==> config.mk <==
export PLATFORM = sky130hd
export DESIGN_NAME = ubt_transmitter
export DESIGN_NICKNAME = d
export VERILOG_FILES = /design/src/hdl/ubt_pkg.sv /design/src/hdl/ubt_transmitter.sv
export SDC_FILE = /design/constraint.sdc
export NUM_CORES = 1
export LEC_CHECK = 0
export BUFFER_PORTS_ARGS = -buffer_cell sky130_fd_sc_hd__buf_2
export CORE_UTILIZATION = 32
export CTS_CLUSTER_DIAMETER = 60
export DETAILED_ROUTE_END_ITERATION = 10
export PLACE_DENSITY_LB_ADDON = 0.08
export SYNTH_ARGS = -nofsm -noshare
export SYNTH_HDL_FRONTEND = slang
export SYNTH_SLANG_ARGS = --single-unit
==> constraint.sdc <==
create_clock -name CLK -period 2.5 [get_ports CLK]
set_input_delay 0.25 -clock CLK [delete_from_list [all_inputs] [get_ports CLK]]
set_output_delay 0.25 -clock CLK [all_outputs]
set_load 0.02 [all_outputs]
==> src/hdl/ubt_pkg.sv <==
/*
  Constants for the serial transmit path and its baud timer: register
  indices, bit positions, reset values and frame lengths.
  Assumes an APB slave with 32-bit data, one register per aligned word.
*/
package ubt_pkg;
  // register indices; byte address is four times the index
  localparam logic [7:0] IDX_FLAGS = 8'h10;
  localparam logic [7:0] IDX_IRQ_EN = 8'h11;
  localparam logic [7:0] IDX_RX_CTRL = 8'h13;
  localparam logic [7:0] IDX_TX_CTRL = 8'h15;
  localparam logic [7:0] IDX_HOLD = 8'h16;
  localparam logic [7:0] IDX_DIVISOR = 8'h17;
  localparam int ADDR_SHIFT = 2;

  // transmit_status_control fields
  localparam int TX_CLKSRC_BIT = 7;
  localparam int TX_NINE_BIT = 6;
  localparam int TX_EN_BIT = 5;
  localparam int TX_SYNC_BIT = 4;
  localparam int TX_EMPTY_BIT = 1;
  localparam int TX_D9_BIT = 0;
  // receive_status_control fields
  localparam int RX_SERIAL_PORT_ENABLE_BIT = 7;
  localparam int RX_NINE_BIT = 6;
  localparam int RX_SREN_BIT = 5;
  localparam int RX_CONTINUOUS_RECEIVE_ENABLE_BIT = 4;
  // flag and enable registers
  localparam int FLAG_TXE_BIT = 1;

  localparam logic [7:0] DIVISOR_RST = 8'h00;
  localparam logic [7:0] BYTE_ZERO = 8'h00;

  // baud ticks per bit
  localparam logic [5:0] ASYNC_SUB_LAST = 6'h3F;
  localparam logic [1:0] SYNC_PHASE_LAST = 2'h3;

  // frame lengths in bits
  localparam logic [3:0] LEN_ASYNC8 = 4'hA;
  localparam logic [3:0] LEN_ASYNC9 = 4'hB;
  localparam logic [3:0] LEN_SYNC8 = 4'h8;
  localparam logic [3:0] LEN_SYNC9 = 4'h9;
  localparam logic [3:0] LEN_ONE = 4'h1;
  localparam logic [3:0] LEN_ZERO = 4'h0;
endpackage : ubt_pkg

==> src/hdl/ubt_transmitter.sv <==
/*
  Serial port transmit path: baud timer, holding buffer, transmit
  shifter, asynchronous NRZ and synchronous master/slave transmission.
  Assumes an APB master on CLK, a core sleep level on the same clock,
  and an outside shift clock that is sampled through three flip-flops.
*/
// Design decision made here: register access over APB.
//
// Operation
// - sync master bit rate is clk/(4(div+1))
// - async bit lasts sixty-four baud ticks
// - free-running 8-bit baud timer, shared
// - divisor write clears baud timer at once
// - NRZ frame: start, 8/9 data, stop
// - no hardware parity; ninth bit only
// - asynchronous operation halts during sleep
// - clocked-mode bit 4 clear selects async
// - shifter reloads only after stop bit, or after the last data bit when clocked
// - transfer at baud tick sets empty flag
// - empty flag cleared only by buffer write
// - shifter-empty status bit, read only, no interrupt
// - shifting needs enable, data and baud tick, or the outside clock as slave
// - write to idle shifter passes straight through; here it loads at the next baud tick, at once only as slave
// - enable clear aborts and releases the pin
// - clock-source clear makes synchronous slave
// - slave keeps shifting during sleep
// - second queued word keeps flag clear
// - flag with enable wakes sleeping core
`timescale 1ns/1ps
module ubt_transmitter
  import ubt_pkg::*;
(
  input wire logic CLK,
  input wire logic RST,
  input wire logic PSEL,
  input wire logic PENABLE,
  input wire logic PWRITE,
  input wire logic [7:0] PADDR,
  input wire logic [31:0] PWDATA,
  output logic [31:0] PRDATA,
  output logic PREADY,
  output logic PSLVERR,
  input wire logic SLEEP_MODE,
  output logic WAKE,
  output logic TX_IRQ,
  input wire logic TXCK_I,
  output logic TXCK_O,
  output logic TXCK_OE,
  input wire logic DT_I,
  output logic DT_O,
  output logic DT_OE
);
  logic [7:0] divisor_reg;
  logic [7:0] hold_reg;
  logic hold_valid_reg;
  logic irq_en_reg;
  logic serial_port_enable_reg, rx9_reg, sren_reg, continuous_receive_enable_reg;
  logic clock_source_select_reg, tx9_reg, transmit_enable_reg, sync_reg, ninth_transmit_bit_reg;
  logic [7:0] timer_reg;
  logic [5:0] sub_reg;
  logic [1:0] phase_reg;
  logic [10:0] shift_reg;
  logic [3:0] left_reg;
  logic ck_s1_reg, ck_s2_reg, ck_s3_reg, dt_s1_reg, dt_s2_reg;

  logic setup_ph, wr_en, addr_ok;
  logic [7:0] idx;
  logic wr_div, wr_hold, wr_tx, wr_rx, wr_ie;
  logic run, slave, master, halt, tick, busy, load, bit_end, ck_fall;
  logic cut;

  // bus decode
  assign idx = {2'h0, PADDR[7:ADDR_SHIFT]};
  assign addr_ok = (PADDR[ADDR_SHIFT-1:0] == 2'h0) &&
                   (idx == IDX_FLAGS || idx == IDX_IRQ_EN || idx == IDX_RX_CTRL ||
                    idx == IDX_TX_CTRL || idx == IDX_HOLD || idx == IDX_DIVISOR);
  assign setup_ph = PSEL && !PENABLE;
  assign wr_en = PSEL && PENABLE && PWRITE && addr_ok;
  assign wr_div = wr_en && idx == IDX_DIVISOR;
  assign wr_hold = wr_en && idx == IDX_HOLD;
  assign wr_tx = wr_en && idx == IDX_TX_CTRL;
  assign wr_rx = wr_en && idx == IDX_RX_CTRL;
  assign wr_ie = wr_en && idx == IDX_IRQ_EN;
  // zero-wait slave; read data was captured in the setup cycle
  assign PREADY = 1'b1;
  assign PSLVERR = PSEL && PENABLE && !addr_ok;

  // modes
  assign run = serial_port_enable_reg && transmit_enable_reg;
  // slave when clocked and clock source clear
  assign slave = sync_reg && !clock_source_select_reg;
  assign master = sync_reg && clock_source_select_reg;
  // only the slave keeps running asleep
  assign halt = SLEEP_MODE && !slave;
  assign busy = left_reg != LEN_ZERO;
  // clearing either enable cuts the frame at that edge
  // so the pin and the shifter never outlive the enable by a cycle
  assign cut = (wr_tx && !PWDATA[TX_EN_BIT]) || (wr_rx && !PWDATA[RX_SERIAL_PORT_ENABLE_BIT]);

  // pin synchronisers; only stage two and three feed logic
  always_ff @(posedge CLK) begin
    if (RST) begin
      ck_s1_reg <= 1'b0;
      ck_s2_reg <= 1'b0;
      ck_s3_reg <= 1'b0;
      dt_s1_reg <= 1'b0;
      dt_s2_reg <= 1'b0;
    end else begin
      ck_s1_reg <= TXCK_I;
      ck_s2_reg <= ck_s1_reg;
      ck_s3_reg <= ck_s2_reg;
      dt_s1_reg <= DT_I;
      dt_s2_reg <= dt_s1_reg;
    end
  end
  // shift on the outside clock's falling edge
  assign ck_fall = ck_s3_reg && !ck_s2_reg;

  assign tick = !halt && timer_reg == divisor_reg;
  always_ff @(posedge CLK) begin
    if (RST) begin
      timer_reg <= BYTE_ZERO;
    end else if (wr_div) begin
      timer_reg <= BYTE_ZERO;
    end else if (tick) begin
      timer_reg <= BYTE_ZERO;
    end else if (!halt) begin
      timer_reg <= timer_reg + 8'h01;
    end
  end

  // load needs enable, buffered data and a baud tick, except as slave
  // and an empty shifter, i.e. stop bit gone, or the last data bit when clocked
  assign load = run && hold_valid_reg && !busy && (slave || tick);

  // async: 64 ticks per bit; master: 4 ticks
  always_comb begin
    bit_end = 1'b0;
    if (run && busy) begin
      if (slave) begin
        bit_end = ck_fall;
      end else if (master) begin
        bit_end = tick && phase_reg == SYNC_PHASE_LAST;
      end else begin
        bit_end = tick && sub_reg == ASYNC_SUB_LAST;
      end
    end
  end

  always_ff @(posedge CLK) begin
    if (RST || !run || load) begin
      sub_reg <= 6'h00;
      phase_reg <= 2'h0;
    end else if (busy && tick) begin
      sub_reg <= sub_reg + 6'h01;
      phase_reg <= phase_reg + 2'h1;
    end
  end

  // shifter
  always_ff @(posedge CLK) begin
    // enable clear aborts and empties the shifter
    if (RST || !run || cut) begin
      shift_reg <= '1;
      left_reg <= LEN_ZERO;
    end else if (load) begin
      // clocked-mode bit clear gives the async frame
      if (!sync_reg) begin
        // start low, data, optional ninth, stop high
        // ninth bit is whatever software wrote
        shift_reg <= {1'b1, tx9_reg ? ninth_transmit_bit_reg : 1'b1, hold_reg, 1'b0};
        left_reg <= tx9_reg ? LEN_ASYNC9 : LEN_ASYNC8;
      end else begin
        shift_reg <= {2'h3, ninth_transmit_bit_reg, hold_reg};
        left_reg <= tx9_reg ? LEN_SYNC9 : LEN_SYNC8;
      end
    // lsb goes out first, ninth bit after the data byte
    end else if (bit_end) begin
      shift_reg <= {1'b1, shift_reg[10:1]};
      left_reg <= left_reg - LEN_ONE;
    end
  end

  // holding buffer; a new write in the transfer cycle keeps it full
  always_ff @(posedge CLK) begin
    if (RST) begin
      hold_reg <= BYTE_ZERO;
      hold_valid_reg <= 1'b0;
    end else if (wr_hold) begin
      hold_reg <= PWDATA[7:0];
      hold_valid_reg <= 1'b1;
    // idle shifter takes the word at the next tick, a slave at once
    // later words wait until the shifter drains
    end else if (load) begin
      hold_valid_reg <= 1'b0;
    end
  end

  // control registers; receive bits other than port enable only stored for the shared path
  always_ff @(posedge CLK) begin
    if (RST) begin
      serial_port_enable_reg <= 1'b0;
      rx9_reg <= 1'b0;
      sren_reg <= 1'b0;
      continuous_receive_enable_reg <= 1'b0;
    end else if (wr_rx) begin
      serial_port_enable_reg <= PWDATA[RX_SERIAL_PORT_ENABLE_BIT];
      rx9_reg <= PWDATA[RX_NINE_BIT];
      sren_reg <= PWDATA[RX_SREN_BIT];
      continuous_receive_enable_reg <= PWDATA[RX_CONTINUOUS_RECEIVE_ENABLE_BIT];
    end
  end

  // ninth bit must be written before the data byte
  always_ff @(posedge CLK) begin
    if (RST) begin
      clock_source_select_reg <= 1'b0;
      tx9_reg <= 1'b0;
      transmit_enable_reg <= 1'b0;
      sync_reg <= 1'b0;
      ninth_transmit_bit_reg <= 1'b0;
    end else if (wr_tx) begin
      clock_source_select_reg <= PWDATA[TX_CLKSRC_BIT];
      tx9_reg <= PWDATA[TX_NINE_BIT];
      transmit_enable_reg <= PWDATA[TX_EN_BIT];
      sync_reg <= PWDATA[TX_SYNC_BIT];
      ninth_transmit_bit_reg <= PWDATA[TX_D9_BIT];
    end
  end

  always_ff @(posedge CLK) begin
    if (RST) begin
      divisor_reg <= DIVISOR_RST;
      irq_en_reg <= 1'b0;
    end else begin
      if (wr_div) begin
        divisor_reg <= PWDATA[7:0];
      end
      if (wr_ie) begin
        irq_en_reg <= PWDATA[FLAG_TXE_BIT];
      end
    end
  end

  // read data captured in setup so it stands from a flip-flop
  always_ff @(posedge CLK) begin
    if (RST) begin
      PRDATA <= 32'h0000_0000;
    end else if (setup_ph) begin
      PRDATA <= 32'h0000_0000;
      case (idx)
        // flag mirrors the buffer, only a buffer write clears it
        IDX_FLAGS: PRDATA[FLAG_TXE_BIT] <= !hold_valid_reg;
        IDX_IRQ_EN: PRDATA[FLAG_TXE_BIT] <= irq_en_reg;
        IDX_RX_CTRL: PRDATA[7:0] <= {serial_port_enable_reg, rx9_reg, sren_reg, continuous_receive_enable_reg, 4'h0};
        IDX_TX_CTRL: PRDATA[7:0] <= {clock_source_select_reg, tx9_reg, transmit_enable_reg, sync_reg,
                                     2'h0, !busy, ninth_transmit_bit_reg};
        IDX_HOLD: PRDATA[7:0] <= hold_reg;
        IDX_DIVISOR: PRDATA[7:0] <= divisor_reg;
        default: PRDATA <= 32'h0000_0000;
      endcase
    end
  end

  assign TX_IRQ = irq_en_reg && !hold_valid_reg;
  // empty flag with enable wakes a sleeping core
  assign WAKE = SLEEP_MODE && TX_IRQ;

  // pins
  always_comb begin
    TXCK_O = 1'b1;
    TXCK_OE = 1'b0;
    DT_O = 1'b1;
    DT_OE = 1'b0;
    // pin floats unless port and transmitter enabled
    if (run) begin
      if (!sync_reg) begin
        TXCK_OE = 1'b1;
        TXCK_O = busy ? shift_reg[0] : 1'b1;
      end else begin
        DT_OE = 1'b1;
        DT_O = shift_reg[0];
        TXCK_OE = master;
        TXCK_O = master && busy && phase_reg[1];
      end
    end
  end

  // checks
  // divisor write restarts timer
  a_div_restart: assert property (
    @(posedge CLK) disable iff (RST)
    wr_div |=> timer_reg == BYTE_ZERO)
    else $error("divisor write kept timer");

  a_tick_period: assert property (
    @(posedge CLK) disable iff (RST)
    tick |=> timer_reg == BYTE_ZERO)
    else $error("timer did not wrap at divisor");

  a_async_x64: assert property (
    @(posedge CLK) disable iff (RST)
    bit_end && !sync_reg |-> sub_reg == ASYNC_SUB_LAST)
    else $error("async bit not 64 ticks");

  a_master_four: assert property (
    @(posedge CLK) disable iff (RST)
    bit_end && master |-> tick && phase_reg == SYNC_PHASE_LAST)
    else $error("master bit not 4 ticks");

  a_start_low: assert property (
    @(posedge CLK) disable iff (RST)
    load && !sync_reg |=> TXCK_O == 1'b0 && TXCK_OE)
    else $error("no start bit");

  a_stop_high: assert property (
    @(posedge CLK) disable iff (RST)
    run && !sync_reg && left_reg == LEN_ONE |-> TXCK_O)
    else $error("stop bit not high");

  a_load_gate: assert property (
    @(posedge CLK) disable iff (RST)
    load |-> transmit_enable_reg && hold_valid_reg && !busy)
    else $error("load without cause");

  a_load_flag: assert property (
    @(posedge CLK) disable iff (RST)
    load && !wr_hold && !cut |=> !hold_valid_reg && busy)
    else $error("transfer left flag clear");

  a_flag_hold: assert property (
    @(posedge CLK) disable iff (RST)
    !hold_valid_reg && !wr_hold |=> !hold_valid_reg)
    else $error("flag cleared without write");

  a_abort_float: assert property (
    @(posedge CLK) disable iff (RST)
    !transmit_enable_reg |-> !TXCK_OE && !DT_OE && left_reg == LEN_ZERO)
    else $error("abort left pin driven");

  a_sleep_halt: assert property (
    @(posedge CLK) disable iff (RST)
    SLEEP_MODE && !slave |=> $stable(timer_reg) || $past(wr_div))
    else $error("timer ran asleep");

  a_slave_sleep: assert property (
    @(posedge CLK) disable iff (RST)
    run && slave && busy && ck_fall |=> left_reg == $past(left_reg) - LEN_ONE)
    else $error("slave missed a clock edge");

  // slave takes a word at once
  a_slave_pass: assert property (
    @(posedge CLK) disable iff (RST)
    run && slave && hold_valid_reg && !busy && !cut |=> busy && !hold_valid_reg)
    else $error("idle shifter did not take word");

  a_queue_wait: assert property (
    @(posedge CLK) disable iff (RST)
    hold_valid_reg && busy && !wr_hold |=> hold_valid_reg)
    else $error("queued word left early");

  a_sync_ninth: assert property (
    @(posedge CLK) disable iff (RST)
    load && sync_reg |=> shift_reg[8] == $past(ninth_transmit_bit_reg))
    else $error("ninth bit misplaced");

  a_idle_high: assert property (
    @(posedge CLK) disable iff (RST)
    run && !sync_reg && !busy |-> TXCK_O && TXCK_OE)
    else $error("idle line not high");
endmodule : ubt_transmitter

==> impl_metrics.env <==
export IMPL_status="finished, final reports clean"
export IMPL_core_area_um2=10900
export IMPL_die_w_um=108
export IMPL_p_leak_nw=1.58
export IMPL_die_y_um=108
export IMPL_ir_worst_vdd_uv=242
export IMPL_cts_tree="yes"
export IMPL_hold_viol=0
export IMPL_grt_max_degree=41
export IMPL_cts_root_buf="clkbuf_8"
export IMPL_synth_edf_count=0
export IMPL_syn_area_um2=3600
export IMPL_antenna_found_initial=0
export IMPL_yosysWarnings=0
export IMPL_grt_pass1_vias=2702
export IMPL_drive_gt1_share_pct=19.1
export IMPL_synth_largest_area_cell="dfxtp_1"
export IMPL_gp_congestion=0.715
export IMPL_ys_async_sr_fraction_pct=0
export IMPL_power_mw=2.15
export IMPL_syn_inst=406
export IMPL_ctsHoldBuffers=0
export IMPL_ys_top_cells_by_area="dfxtp_1 (38%), mux2i_1 (6.7%), nor2_1 (6.6%), buf_4 (5.4%), xor2_1 (3.4%)"
export IMPL_fillers=1133
export IMPL_cts_num_sinks=68
export IMPL_rsz0062_at_grt="false"
export IMPL_synth_seq_cells=68
export IMPL_cts_resized=0
export IMPL_gr_total_overflow=0
export IMPL_crit_path_max_fanout=10
export IMPL_routed_via_density=4.90
export IMPL_fmax_mhz=429
export IMPL_fin_crit_ps=2330
export IMPL_cap_viol_max_count=0
export IMPL_port_buffers=37
export IMPL_cts_setup_buffers=0
export IMPL_antenna_left=0
export IMPL_wire_per_inst_um=15.3
export IMPL_drt_iter0_markers=166
export IMPL_cp_end_kind="flip-flop"
export IMPL_whs_path_depth=2
export IMPL_die_area_um2=11700
export IMPL_antenna_cells=0
export IMPL_drc_errors=0
export IMPL_hold_class="input pin to flip-flop"
export IMPL_dp_cells=576
export IMPL_cts_buffer_depth=2
export IMPL_fin_tns_setup_ps=0
export IMPL_drv_slew=0
export IMPL_clk_latency_ps=350
export IMPL_crit_type="flip-flop to flip-flop"
export IMPL_crit_arrival_ps=2600
export IMPL_setup_viol=0
export IMPL_pin_count=88
export IMPL_min_period_over_period_pct=93.2
export IMPL_postSynthAreaPerCell_um2=8.87
export IMPL_dp_hpwl_um=6480
export IMPL_synth_cell_type_count=52
export IMPL_reg2regPathDepth=7
export IMPL_finalWirelength_um=9070
export IMPL_final_cells=591
export IMPL_h_tree_depth=3
export IMPL_worst_setup_path_start_kind="flip-flop"
export IMPL_yosysSeqAreaShare_pct=37.8
export IMPL_synth_top_area_share_pct=37.8
export IMPL_via_count=2897
export IMPL_first_pass_iters=4
export IMPL_grtUsageTotal_pct=16.5
export IMPL_skew_ps=10.4
export IMPL_grt_pass1_wl_um=14500
export IMPL_hold_ws_ps=107
export IMPL_cellPowerDensity_nw_per_um2=535
export IMPL_syn_to_final_growth_pct=11.8
export IMPL_final_nets=499
export IMPL_cts_buffers_inserted=9
export IMPL_row_count=38
export IMPL_initial_core_util_pct=33.1
export IMPL_required_ps=2770
export IMPL_largest_reg_flops=10
export IMPL_synth_top_flop_cell="dfxtp_1"
export IMPL_clk_pin_slew_ps=80
==> cells in the mapped netlist (5+ instances only) <==
cell type,count
mux2_2,8
o21ai_0,10
nor2b_1,11
nor3_1,7
clkbuf_1,11
inv_1,5
a22oi_1,6
xor2_1,14
nand3_1,15
xnor2_1,10
a21oi_1,20
mux2i_1,24
a211oi_1,8
nand2_1,22
nor2_1,63
a22o_1,6
dfxtp_1,68
buf_4,26
nor4_1,7
nand4_1,7
==> report_power, final <==
part           leakage (nW)  total (mW)  internal (mW)  switching, mW
sequential            0.549        1.09           1.09        0.00373
combinational         0.940       0.142         0.0369          0.105
clock                0.0914       0.920          0.481          0.439
total                  1.58        2.15           1.60          0.548
==> per-stage QoR <==
stage / area [um2] / util, % / setup slack [ps]
2_1_floorplan: 3690 / - / 396
3_3_place_gp: 3830 / 35.2 / 249
3_5_place_dp: 3830 / 35.2 / 206
4_1_cts: 4020 / 37.0 / 183
5_1_grt: 4030 / 37.0 / 5.07
6_report: 4030 / 37.0 / 169
==> worst paths after layout <==
path | from | slack, ps | endpoint
setup / recovery | timer_reg[2]$_SDFFE_PP0N_ | 170 | shift_reg[3]$_SDFFE_PP1P_
hold / removal | TXCK_I | 110 | ck_s1_reg$_SDFF_PP0_
setup reg to reg | timer_reg[2]$_SDFFE_PP0N_ | 170 | shift_reg[3]$_SDFFE_PP1P_
hold reg to reg | PRDATA[2]$_SDFFE_PP0P_ | 460 | PRDATA[2]$_SDFFE_PP0P_
==> placed cells by master, fill, tap and decap left out, drive strengths merged, types with 14 or more instances in the layout <==
cell / netlist / final
buf: 29 / 51
nor2: 65 / 65
nand2: 23 / 23
nand3: 16 / 16
xor2: 14 / 14
conb: 2 / 25
dfxtp: 68 / 68
a21oi: 20 / 20
mux2i: 24 / 24
==> final cells by class <==
class | count | area, um2 | area share, %
clock inverters | 4 | 50.0 | 1.24
well taps | 140 | 175 | 4.35
flip-flops and latches | 68 | 1360 | 33.8
inverters | 5 | 18.8 | 0.466
repair buffers | 51 | 290 | 7.21
clock buffers | 11 | 141 | 3.51
multi-input cells | 312 | 1990 | 49.4
==> logic make-up after synthesis <==
logic type	count (synthesis)	share of synthesized area, %
simple gates	156	21.9
other cells	2	0.209
flops	68	37.8
buf+inv	49	9.38
xor+xnor	24	5.84
compound gates	71	14.3
mux	32	9.18
fa+ha+maj	4	1.39
==> layer usage <==
layer | up-vias | wire (um) | GRT usage, % | part of all wire [%]
met2 | 60 | 4010 | 25.0 | 44
met1 | 1362 | 4550 | 23.0 | 50
li1 | 1465 | - | - | -
met5 | - | 0 | 0 | 0
met4 | 0 | 151 | 7.34 | 1.7
met3 | 10 | 353 | 2.71 | 3.9
==> critical path: stages (launching register included) <==
cell	delay [ps]
dfxtp_1	370
xor2_1	180
nor4_1	460
nand4_1	260
a21oi_1	400
buf_4	250
nor3_1	80
a211oi_1	240
No activity file was read; power rests on OpenSTA's default activity.
